[src/rtl/cca_defs.vh]
`ifndef CCA_DEFS_VH
`define CCA_DEFS_VH

// ----------------------------------------
// Register map (register indices within a module, byte addresses)
// ----------------------------------------
`define CCA_NMOD 6
`define CCA_REG_MODE 2'h0
`define CCA_REG_CPL 2'h1
`define CCA_REG_CPH 2'h2
`define CCA_ADDR_FLAG 12'h060
`define CCA_ADDR_CTRL 12'h064

// ----------------------------------------
// Mode register fields
// ----------------------------------------
`define CCA_B_WIDE 7
`define CCA_B_ECOM 6
`define CCA_B_RISE 5
`define CCA_B_FALL 4
`define CCA_B_MAT 3
`define CCA_B_TOG 2
`define CCA_B_PWM 1
`define CCA_B_IRQEN 0

// ----------------------------------------
// Control register fields and resets
// ----------------------------------------
`define CCA_B_GIE 0
`define CCA_B_AIE 1
`define CCA_RST_BYTE 8'h00

`endif

[src/rtl/cca_top.v]
`timescale 1ns/100ps
`include "cca_defs.vh"

module cca_top (
  // Clock and reset
  input wire pclk,
  input wire presetn,
  // APB slave
  input wire psel,
  input wire penable,
  input wire pwrite,
  input wire [11:0] paddr,
  input wire [31:0] pwdata,
  output reg [31:0] prdata,
  output reg pready,
  output reg pslverr,
  // Shared counter link
  input wire [15:0] counter_value,
  input wire count_tick,
  // Module io lines
  input wire [5:0] module_io_line_in,
  output reg [5:0] module_io_line_out,
  output reg [5:0] module_io_line_oe_n,
  // Interrupt request
  output reg irq
);

  // Limitations
  // The counter itself and its timebase live outside this block
  // Counter reads and watchdog use are not handled here
  // Only the low eight bits of each written word are kept
  // Capture takes three clocks from pin edge to register
  // Compare events act on the edge of the tick that carries them

  // ----------------------------------------
  // Mode codes
  // ----------------------------------------
  localparam M_IDLE = 3'd0;
  localparam M_CAP = 3'd1;
  localparam M_TMR = 3'd2;
  localparam M_HSO = 3'd3;
  localparam M_FRQ = 3'd4;
  localparam M_P8 = 3'd5;
  localparam M_P16 = 3'd6;
  localparam M_POFF = 3'd7;

  // Mode table, bit order wide, comparator, rise, fall, match, toggle, pulse, irq
  //   Capture: rise or fall set, match, toggle and pulse clear
  //   Software timer: comparator and match set, toggle and pulse clear
  //   High-speed output: comparator, match and toggle set, pulse clear
  //   Frequency output: comparator, toggle and pulse set, match clear
  //   8-bit pulse: comparator and pulse set, wide select clear
  //   16-bit pulse: comparator, pulse and wide select set
  //   Pulse off: pulse set with comparator clear, line held low
  // Any other mix decodes to idle and leaves the line alone
  // Capture with any compare bit set is idle too, so a half-written
  // mode never captures and drives at once
  // The irq enable bit takes no part in the decode

  // Mode decode from one mode register
  // Returns one of the mode codes above
  // Pure decode of the stored bits, no state
  function [2:0] cca_mode;
    input [7:0] m;
    reg cap;
    begin
      cap = m[`CCA_B_RISE] | m[`CCA_B_FALL];
      cca_mode = M_IDLE;
      if (cap && !m[`CCA_B_MAT] && !m[`CCA_B_TOG] && !m[`CCA_B_PWM])
        cca_mode = M_CAP;
      else if (cap)
        cca_mode = M_IDLE;
      else if (m[`CCA_B_MAT] && !m[`CCA_B_PWM])
        cca_mode = !m[`CCA_B_ECOM] ? M_IDLE : (m[`CCA_B_TOG] ? M_HSO : M_TMR);
      else if (!m[`CCA_B_MAT] && m[`CCA_B_TOG] && m[`CCA_B_PWM])
        cca_mode = m[`CCA_B_ECOM] ? M_FRQ : M_POFF;
      else if (!m[`CCA_B_MAT] && !m[`CCA_B_TOG] && m[`CCA_B_PWM])
        cca_mode = !m[`CCA_B_ECOM] ? M_POFF : (m[`CCA_B_WIDE] ? M_P16 : M_P8);
    end
  endfunction

  // ----------------------------------------
  // Storage
  // ----------------------------------------
  reg [7:0] mode_reg [0:5];
  reg [7:0] cmp_lo [0:5];
  reg [7:0] cmp_hi [0:5];
  reg [5:0] capture_compare_flag;
  reg global_irq_enable;
  reg array_irq_enable;
  reg [5:0] hso_prev;
  reg [5:0] sync_a;
  reg [5:0] sync_b;
  reg [5:0] sync_c;

  // Storage notes
  // Compare low and high bytes double as the capture register
  // Frequency mode rewrites the low byte on every match
  // 8-bit pulse mode reloads the low byte at each low-byte rollover
  // Flags are only ever set by the engines; software clears them
  // hso_prev remembers last cycle's mode to find entry into toggling
  // sync_a and sync_b form the two-stage synchroniser
  // sync_c is the previous synchronised sample for edge finding
  // Control bits gate the shared interrupt line only

  // ----------------------------------------
  // Per-module decode
  // ----------------------------------------
  reg [2:0] cur_mode [0:5];
  reg [5:0] match16;
  reg [5:0] match_lo;
  reg [5:0] cap_evt;
  reg [5:0] irq_en_vec;
  reg [5:0] drive_vec;
  wire low_ovf;
  wire full_ovf;
  integer k;

  // Event qualifiers
  // A match only counts on a tick, so a stalled counter
  // cannot toggle a line or set a flag twice
  // Low overflow is a tick that lands on a low byte of zero
  // Full overflow is a tick that lands on zero in all 16 bits
  // Capture edges look at synchronised samples only

  assign low_ovf = count_tick & (counter_value[7:0] == 8'h00);
  assign full_ovf = count_tick & (counter_value == 16'h0000);

  // Matches, edges and mode per module
  // cur_mode feeds both the engines and the capture qualifier
  // drive_vec marks modules that own their line
  always @*
  begin
    for (k = 0; k < `CCA_NMOD; k = k + 1)
    begin
      cur_mode[k] = cca_mode(mode_reg[k]);
      match16[k] = count_tick & (counter_value == {cmp_hi[k], cmp_lo[k]});
      match_lo[k] = count_tick & (counter_value[7:0] == cmp_lo[k]);
      cap_evt[k] = (cur_mode[k] == M_CAP) &
        ((mode_reg[k][`CCA_B_RISE] & sync_b[k] & ~sync_c[k]) |
         (mode_reg[k][`CCA_B_FALL] & ~sync_b[k] & sync_c[k]));
      irq_en_vec[k] = mode_reg[k][`CCA_B_IRQEN];
      drive_vec[k] = mode_reg[k][`CCA_B_TOG] | mode_reg[k][`CCA_B_PWM];
    end
  end

  // ----------------------------------------
  // APB decode
  // ----------------------------------------
  reg [31:0] rd_val;
  reg rd_hit;
  wire [2:0] sel_mod;
  wire mod_space;
  wire bus_write;

  // Bus decode notes
  // Module n lives at base n times 0x10
  // Offset 0 mode, 4 compare low, 8 compare high, C unmapped
  // Flags at 0x60, write one to clear
  // Control at 0x64, bit 0 global and bit 1 array enable
  // Anything else answers with an error and reads zero
  // Writes land only in the access cycle with pready high

  assign sel_mod = paddr[6:4];
  assign mod_space = (paddr[11:7] == 5'h00) && (paddr[1:0] == 2'h0) && (sel_mod < 3'd6)
    && (paddr[3:2] != 2'h3);
  assign bus_write = psel & penable & pready & pwrite;

  // Read data and address check
  // rd_hit low means the address is unmapped
  // The same check serves reads and writes
  always @*
  begin
    rd_val = 32'h0000_0000;
    rd_hit = 1'b1;
    if (mod_space)
    begin
      case (paddr[3:2])
        `CCA_REG_MODE: rd_val = {24'h000000, mode_reg[sel_mod]};
        `CCA_REG_CPL: rd_val = {24'h000000, cmp_lo[sel_mod]};
        `CCA_REG_CPH: rd_val = {24'h000000, cmp_hi[sel_mod]};
        default: rd_hit = 1'b0;
      endcase
    end
    else if (paddr == `CCA_ADDR_FLAG)
      rd_val = {26'h0000000, capture_compare_flag};
    else if (paddr == `CCA_ADDR_CTRL)
      rd_val = {30'h00000000, array_irq_enable, global_irq_enable};
    else
      rd_hit = 1'b0;
  end

  // Bus answer, one cycle after setup
  // pready rises in the cycle after setup and lasts one clock
  // There are no wait states
  // Read data are latched at setup and held until the next setup
  always @(posedge pclk or negedge presetn)
  begin
    if (!presetn)
    begin
      pready <= 1'b0;
      pslverr <= 1'b0;
      prdata <= 32'h0000_0000;
    end
    else
    begin
      pready <= psel & ~penable;
      pslverr <= psel & ~penable & ~rd_hit;
      if (psel && !penable)
        prdata <= (pwrite || !rd_hit) ? 32'h0000_0000 : rd_val;
    end
  end

  // ----------------------------------------
  // Input synchroniser
  // ----------------------------------------
  // The pins are asynchronous to pclk
  // Two flops settle any metastable sample
  // A third flop holds the prior sample for edge finding
  // A level must stand two clocks to be seen reliably
  // Reset clears all three so an idle low pin gives no edge
  always @(posedge pclk or negedge presetn)
  begin
    if (!presetn)
    begin
      sync_a <= 6'h00;
      sync_b <= 6'h00;
      sync_c <= 6'h00;
    end
    else
    begin
      sync_a <= module_io_line_in;
      sync_b <= sync_a;
      sync_c <= sync_b;
    end
  end

  // ----------------------------------------
  // Module engines and register writes
  // ----------------------------------------
  integer i;

  // Engine notes
  // One process owns every per-module register so the bus and
  // the engines never drive the same flop from two places
  // Order inside the process matters
  //   Flag clear by software comes first
  //   Engine events come next and win over that clear
  //   Bus writes to module registers come last and win over the engines
  // High-speed output forces the line high in its first cycle
  // and toggles on matches from the next cycle on
  // Frequency output toggles and steps the low byte on each low match
  // 8-bit pulse goes low at rollover unless the high byte is zero
  // 16-bit pulse goes low at overflow unless the compare is zero
  // The output enable follows the toggle and pulse bits
  // Unused modes hold the line where it was

  always @(posedge pclk or negedge presetn)
  begin
    if (!presetn)
    begin
      for (i = 0; i < `CCA_NMOD; i = i + 1)
      begin
        mode_reg[i] <= `CCA_RST_BYTE;
        cmp_lo[i] <= `CCA_RST_BYTE;
        cmp_hi[i] <= `CCA_RST_BYTE;
      end
      capture_compare_flag <= 6'h00;
      global_irq_enable <= 1'b0;
      array_irq_enable <= 1'b0;
      hso_prev <= 6'h00;
      module_io_line_out <= 6'h00;
      module_io_line_oe_n <= 6'h3F;
      irq <= 1'b0;
    end
    else
    begin
      // Software clear first so a same-cycle event still sets
      if (bus_write && paddr == `CCA_ADDR_FLAG)
        capture_compare_flag <= capture_compare_flag & ~pwdata[5:0];
      if (bus_write && paddr == `CCA_ADDR_CTRL)
      begin
        global_irq_enable <= pwdata[`CCA_B_GIE];
        array_irq_enable <= pwdata[`CCA_B_AIE];
      end
      for (i = 0; i < `CCA_NMOD; i = i + 1)
      begin
        hso_prev[i] <= (cur_mode[i] == M_HSO);
        module_io_line_oe_n[i] <= ~drive_vec[i];
        case (cur_mode[i])
          // Copy the counter on a chosen edge
          M_CAP:
          begin
            if (cap_evt[i])
            begin
              cmp_lo[i] <= counter_value[7:0];
              cmp_hi[i] <= counter_value[15:8];
              capture_compare_flag[i] <= 1'b1;
            end
          end
          // Flag on a full match
          M_TMR:
          begin
            if (match16[i])
              capture_compare_flag[i] <= 1'b1;
          end
          // Toggle on a full match
          M_HSO:
          begin
            if (!hso_prev[i])
              module_io_line_out[i] <= 1'b1;
            else if (match16[i])
              module_io_line_out[i] <= ~module_io_line_out[i];
            if (match16[i])
              capture_compare_flag[i] <= 1'b1;
          end
          // Square wave from low-byte matches
          M_FRQ:
          begin
            if (match_lo[i])
            begin
              module_io_line_out[i] <= ~module_io_line_out[i];
              cmp_lo[i] <= cmp_lo[i] + cmp_hi[i];
            end
          end
          // Eight-bit pulse width
          M_P8:
          begin
            if (low_ovf)
            begin
              cmp_lo[i] <= cmp_hi[i];
              module_io_line_out[i] <= (cmp_hi[i] == 8'h00);
            end
            else if (match_lo[i])
              module_io_line_out[i] <= 1'b1;
          end
          // Sixteen-bit pulse width
          M_P16:
          begin
            if (full_ovf)
              module_io_line_out[i] <= ({cmp_hi[i], cmp_lo[i]} == 16'h0000);
            else if (match16[i])
              module_io_line_out[i] <= 1'b1;
            if (match16[i])
              capture_compare_flag[i] <= 1'b1;
          end
          // Pulse mode with comparator off
          M_POFF:
            module_io_line_out[i] <= 1'b0;
          default:
            module_io_line_out[i] <= module_io_line_out[i];
        endcase
        // Software writes to this module
        if (bus_write && mod_space && sel_mod == i[2:0])
        begin
          case (paddr[3:2])
            `CCA_REG_MODE: mode_reg[i] <= pwdata[7:0];
            `CCA_REG_CPL:
            begin
              cmp_lo[i] <= pwdata[7:0];
              mode_reg[i][`CCA_B_ECOM] <= 1'b0;
            end
            `CCA_REG_CPH:
            begin
              cmp_hi[i] <= pwdata[7:0];
              mode_reg[i][`CCA_B_ECOM] <= 1'b1;
            end
            default: mode_reg[i] <= mode_reg[i];
          endcase
        end
      end
      // Three-way interrupt gate
      // Registered, so the line rises one clock after the flag
      // and falls one clock after a clear or an enable drop
      // Flags with their enable bit clear never reach the line
      irq <= global_irq_enable & array_irq_enable &
        (|(capture_compare_flag & irq_en_vec));
    end
  end

endmodule // cca_top

[config.mk]
export PLATFORM = sky130hd
export DESIGN_NAME = cca_top
export DESIGN_NICKNAME = d
export VERILOG_FILES = /design/src/rtl/cca_top.v
export VERILOG_INCLUDE_DIRS = /design/src /design/src/rtl
export SDC_FILE = /design/constraint.sdc
export NUM_CORES = 1
export LEC_CHECK = 0
export BUFFER_PORTS_ARGS = -buffer_cell sky130_fd_sc_hd__buf_2
export CAP_MARGIN = 20
export CORE_AREA = 2 2 210 150
export CTS_BUF_LIST = sky130_fd_sc_hd__clkbuf_2 sky130_fd_sc_hd__clkbuf_4 sky130_fd_sc_hd__clkbuf_8
export CTS_CLUSTER_SIZE = 14
export DETAILED_ROUTE_END_ITERATION = 10
export DIE_AREA = 0 0 212 152
export GPL_ROUTABILITY_DRIVEN = 0
export PLACE_DENSITY = 0.68
export SYNTH_ARGS = -nofsm -noshare
export SYNTH_HDL_FRONTEND = slang
export SYNTH_SLANG_ARGS = --single-unit
export TNS_END_PERCENT = 5
[constraint.sdc]
create_clock -name pclk -period 3.8 [get_ports pclk]
set_input_delay 0.57 -clock pclk [delete_from_list [all_inputs] [get_ports pclk]]
set_output_delay 0.57 -clock pclk [all_outputs]
set_load 0.01 [all_outputs]
== After elaboration in Yosys (flattened, before gate mapping) ==
Cells that the tools add are included.

* Add/subtract/negate cells: 6
* $lt $le $gt $ge: 2
* Equality and inequality tests: 88
* Muxes and demuxes: 206
* Bitwise operators: 99
* Reductions and logical operators: 133

{| class="wikitable"
|+ Operators with widths
! cell !! count
|-
| $mux 8 || 60
|-
| $pmux 8 s3 || 7
|-
| $logic_not 16->1 || 7
|-
| $eq 16x16->1 || 6
|-
| $mux 3 || 30
|-
| $eq 3x3->1 const B || 26
|-
| $bmux 8 s3 || 3
|-
| $mux 1 || 64
|-
| $mux 32 || 2
|-
| $logic_and 1x1->1 || 61
|-
| $logic_not 8->1 || 7
|-
| $ne 3x3->1 const B || 18
|-
| $and 1x1->1 || 51
|-
| $mux 2 || 25
|-
| $add 8x8->8 || 6
|-
| $eq 8x8->1 || 6
|-
| $eq 3x2->1 const B || 14
|-
| $pmux 1 s5 || 6
|-
| $reduce_and 5->1 || 6
|-
| $reduce_bool 5->1 || 6
|-
| $not 1->1 || 26
|-
| $eq 12x7->1 const B || 2
|-
| $reduce_and 2->1 || 12
|-
| $eq 3x1->1 const B || 7
|-
| 20 further kinds || 76
|}

* Register bits after elaboration: 223
* Input bits: 72
* Output and inout port bits: 47
* Word-level logic and storage cells: 576

== Depth between registers and ports, before layout ==
* Depth in word-level cells: 14
* Depth in mapped cells: 11

== Worst setup path before layout ==
OpenSTA, ideal clock, no wires.

* Path type: register to register
* From: register cmp_lo[18] in the netlist's numbering
* To: register cmp_lo[23] in the netlist's numbering
* Library setup time: 0.131 ns
* Arrival: 2.310 ns
* Required time: 3.669 ns
* Setup slack: 1.360 ns
* Cell stages (with the launch flop): 10
* Buffers on the path: 0
* Clock period less this slack: 2.440 ns
* Cell sequence: dfrtp_1 -> ha_1 -> and3_1 -> a2111oi_0 -> a21oi_1 -> xnor2_1 -> o21ai_0 -> nand3_1 -> a211oi_1 -> a21oi_1

* Cells in the longest elaborated chain, start to end: 6
* Elaborated cells on any way between the ends: 7
* Classes of those cells: 1 x add/sub; 1 x eq/ne; 4 x mux; 1 x bitwise

{| class="wikitable"
|+ Ends and longest elaborated chain
! element !! line !! source
|-
| start, declared || cca_top.v:86 || <nowiki>reg [7:0] cmp_lo [0:5];</nowiki>
|-
| start signal, assigned by index || cca_top.v:265 || <nowiki>cmp_lo[i] <= `CCA_RST_BYTE;</nowiki>
|-
| start signal, assigned by index || cca_top.v:296 || <nowiki>cmp_lo[i] <= counter_value[7:0];</nowiki>
|-
| start signal, assigned by index || cca_top.v:323 || <nowiki>cmp_lo[i] <= cmp_lo[i] + cmp_hi[i];</nowiki>
|-
| branches (longest 2 deep; another with $add 8x8->8) || - ||
|-
| $mux 8 * || cca_top.v:320 || <nowiki>if (match_lo[i])</nowiki>
|-
| $pmux 8 s3 * || cca_top.v:290 || <nowiki>case (cur_mode[i])</nowiki>
|-
| $mux 8 || cca_top.v:356 || <nowiki>case (paddr[3:2])</nowiki>
|-
| $mux 8 * || cca_top.v:354 || <nowiki>if (bus_write && mod_space && sel_mod == i[2:0])</nowiki>
|}

Mark *: on every way between the ends.
A chain may end at the register's enable or synchronous reset.

== Worst setup path after layout ==
* From: register cmp_hi[18] in the netlist's numbering
* To: register cmp_lo[23] in the netlist's numbering

* Cells in the longest elaborated chain, start to end: 5

{| class="wikitable"
|+ Ends and longest elaborated chain
! element !! line !! source
|-
| start, declared || cca_top.v:87 || <nowiki>reg [7:0] cmp_hi [0:5];</nowiki>
|-
| start signal, assigned by index || cca_top.v:266 || <nowiki>cmp_hi[i] <= `CCA_RST_BYTE;</nowiki>
|-
| start signal, assigned by index || cca_top.v:297 || <nowiki>cmp_hi[i] <= counter_value[15:8];</nowiki>
|-
| start signal, assigned by index || cca_top.v:365 || <nowiki>cmp_hi[i] <= pwdata[7:0];</nowiki>
|-
| $add 8x8->8 * || cca_top.v:323 ||
|-
| $mux 8 * || cca_top.v:320 ||
|-
| $pmux 8 s3 * || cca_top.v:290 ||
|-
| $mux 8 || cca_top.v:356 ||
|-
| $mux 8 * || cca_top.v:354 ||
|-
| end signal, assigned by index || cca_top.v:296 ||
|-
| end signal, assigned by index || cca_top.v:323 ||
|-
| end signal, assigned by index || cca_top.v:360 || <nowiki>cmp_lo[i] <= pwdata[7:0];</nowiki>
|}

Every way passes the cells marked *; elsewhere a longest branch is shown, timed or not.

==> summary.md <==
| Metric | Value |
|---|---|
| P per Cell Area | between 200 and 250 nW/µm² |
| Routed Wire Length | about 55000 µm |
| Leak | around 0.0070 µW |
| Sequential share of power | between 50 and 60% |
| Switching share of power | 29.7% |
| Clock slew at reported path FFs | roughly 110 ps |
| Largest net degree at the start of global routing | 95 |
| First-pass GRT wire length | 82000 µm |
| WL per Instance | about 26 µm |
| Root Buffer Master | clkbuf_8 |
| CTS-repair resized insts | 0 |
| Dpl cells | ~2100 |
| Yosys Warn Count | 0 |
| Final setup TNS | 0 ps |
| Power Total | 3980 µW |
| Post-Synth XOR/XNOR Area | roughly 7.5% |
| Setup Buffers After CTS | 0 |
| HPWL after DPL | approximately 38000 µm |
| RSZ-0062 raised after global routing | false |
| Port bufs | 70 |
| Slew headroom | 33.1% |
| H-tree depth | 4 |
| Peak supply drop | around 270 µV |
| Slew @ Worst Pin | 997 ps |
| Fin area | roughly 16000 µm² |
| Setup crit end kind | register |
| Clock Skew | between 15 and 20 ps |
| Die ar. | roughly 32000 µm² |
| Layout cell share with drive strength beyond 1 | between 10 and 15% |
| WP data required | 4190 ps |
| Fmax | approximately 320 MHz |
| Starting Density | 50.0% |
| Adder-Cell Fraction of Synth Area | approximately 4.6% |
| Slowest CP cell | a2111oi_0 |
| Hold WS | -25.9 ps |
| DR iter-0 viols | around 2100 |
| Critical Path AT | roughly 3500 ps |
| Post-synth ARST share | between 90% and 100% |
| Yosys reg bits | between 150 and 200 |
| Seq/Total Area, Yosys | ~33% |
| Nets@finish | 1824 |
| Avg Inst Size Synth | ~9.0 µm² |
| Total Routing Usage GR | between 30% and 40% |
| CTS max path bufs | 2 |
| Final Max Tran Viols | 0 |
| Synth Flop Type | dfrtp_1 |
| Initial antenna violation count | 0 |
| Synth area leader | dfrtp_1 |
| Grt total ovfl | 0 |
| Most used cell, CP | a21oi_1 |
| Synth cell types | between 80 and 90 |
| Compound-Gate Fraction of Synth Area | between 10% and 20% |
| Startpoint type of the worst setup path | register |
| Final routed DRC violation total | 0 |
| Main combinational cell family by area after synthesis | compound AO/OA/AOI/OAI gates |
| CTS Hold Bufs | 0 |
| Simple logic cell fraction of the synthesized area | roughly 17% |
| DR vias | approximately 14000 |
| Routed Antenna Nets | 0 |
| Critical path class | register to register |
| Violated checks | negative hold slack |
| Outcome | finished, violations left |
| Number of global-route vias before repair | between 10000 and 15000 |
| Max Cap Viol | 0 |
| Top cells by area, synth | dfrtp_1 (32%), mux2i_1 (6.4%), a21oi_1 (4.6%), xnor2_1 (4.5%), mux2_2 (4.4%) |
| Area grow syn2layout | 6.22% |
| Final Critical Period | about 3100 ps |
| CP bufs+invs | 0 |
| Post-synth EDFFs | 0 |
| Combinational power share | approximately 9.0% |
| First-pass iteration count of the detailed router | 8 |
| Int Power | roughly 2800 µW |
| CP delay by family, top | compound AO/OA/AOI/OAI gates |
| CP max stage delay | 840 ps |
| CTS tree | built |
| Psw | 1180 µW |
| Syn Std Cell Area | between 15000 and 20000 µm² |
| I/O pin cnt | roughly 120 |
| CP max FO | 6 |
| CTS sink cnt | 199 |
| Yosys top cell area share | between 30% and 40% |
| Row cnt | between 50 and 60 |
| Core Area | around 30000 µm² |
| Setup-failing EPs final | 0 |
| CP cell instances | ha_1 > and3_1 > a2111oi_0 > a21oi_1 > xnor2_1 > o21ai_0 > nand3_1 > a211oi_1 > a21oi_1 |
| DR vias/cell | just under 7 |
| Placement Cell Area | 15800 µm² |
| Worst skew pair latency | between 500 and 600 ps |
| TritonCTS Buffers | 17 |
| Hold/Removal Path Class | input port to async pin |
| Cells after synthesis | 1694 |
| Final hold vios | 6 |
| Die Ht | around 150 µm |
| Die extent in x | 212 µm |
| Finished Layout Cells | roughly 2100 |
| Mux cell area share after synthesis | between 10% and 20% |
| Fin crit share | 82.4% |
| Clock share of power | between 30% and 40% |
[final timing paths]
path / from / to / slack, ps / cells past startpoint
max: cmp_hi[18] / cmp_lo[23] / 670 / 9
min: presetn / cmp_hi[44] / -30 / 1
max reg2reg: cmp_hi[18] / cmp_lo[23] / 670 / 9
min reg2reg: sync_a[3] / sync_b[3] / 360 / 0
max in group asynchronous: presetn / module_io_line_oe_n[1] / 2880 / 2
min in group pclk: module_io_line_in[4] / sync_a[4] / 140 / 1
[per-stage QoR]
stage	worst slack (ps)	utilization, %
final	667	53.1
after global routing	560	53.1
after CTS	719	53.1
after detailed placement	640	51.7
after global placement	734	51.7
after floorplan	1360	-
[cell usage after synthesis, types with 13 or more instances]
cell type,count
dfrtp_1,193
nand2_1,155
nor2_1,148
a21oi_1,140
mux2i_1,98
xnor2_1,79
o21ai_0,71
clkbuf_1,61
mux2_2,59
xor2_1,52
ha_1,46
inv_1,44
nor4_1,39
o22ai_1,35
a222oi_1,31
nand3_1,29
a21o_1,27
buf_2,25
buf_4,25
mux4_2,24
nor3_1,24
nand4_1,23
a31oi_1,21
nand2b_1,17
o21a_1,17
a221oi_1,16
nor2b_1,16
buf_1,13
[cell type report]
| type | instances | area, µm² |
|---|---|---|
| antenna | 2 | 5.00 |
| clock buffer | 19 | 255 |
| clock inverter | 13 | 160 |
| fill | 2795 | 14300 |
| inverter | 44 | 165 |
| multi-input combinational | 1346 | 9540 |
| sequential | 199 | 4990 |
| tap | 420 | 526 |
| timing repair buffer | 92 | 538 |
[per-layer routing]
layer	global-route usage, %	vias up	part of all wire [%]
met4	11.8	0	3.1
met3	12.3	142	15
met1	50.6	6954	42
met2	44.7	1037	40
met5	0	-	0
li1	-	6223	-
[power by group through the flow]
stage	logic (µW)	registers (µW)	clock network, µW
6_report	358	2140	1480
2_1_floorplan	191	2180	0
4_1_cts	348	2140	1510
5_1_grt	373	2140	1580
3_5_place_dp	346	2180	0
3_3_place_gp	342	2180	0
[worst reg2reg max path, cell delays in order, from the launching register on]
cell       delay (ps)
dfrtp_1           490
ha_1              380
and3_1            210
a2111oi_0         840
a21oi_1           230
xnor2_1           240
o21ai_0           210
nand3_1           100
a211oi_1          240
a21oi_1            60
[kinds of logic (layout without fill, tap and decap cells)]
group / Yosys count / count (layout)
compound gates: 434 / 434
xor+xnor: 131 / 131
fa+ha+maj: 52 / 52
buf+inv: 172 / 168
flops: 199 / 199
mux: 184 / 184
other cells: 1 / 26
simple gates: 521 / 521
[layout by cell type, fill, tap and decap left out, drive strengths merged, types with 35 or more instances in the layout]
master  instances
dfrtp         193
nand2         158
nor2          152
a21oi         140
mux2i          98
buf            92
xnor2          79
o21ai          75
mux2           62
xor2           52
inv            51
ha             46
nor4           40
o22ai          35
No activity file was read; power rests on OpenSTA's default activity.
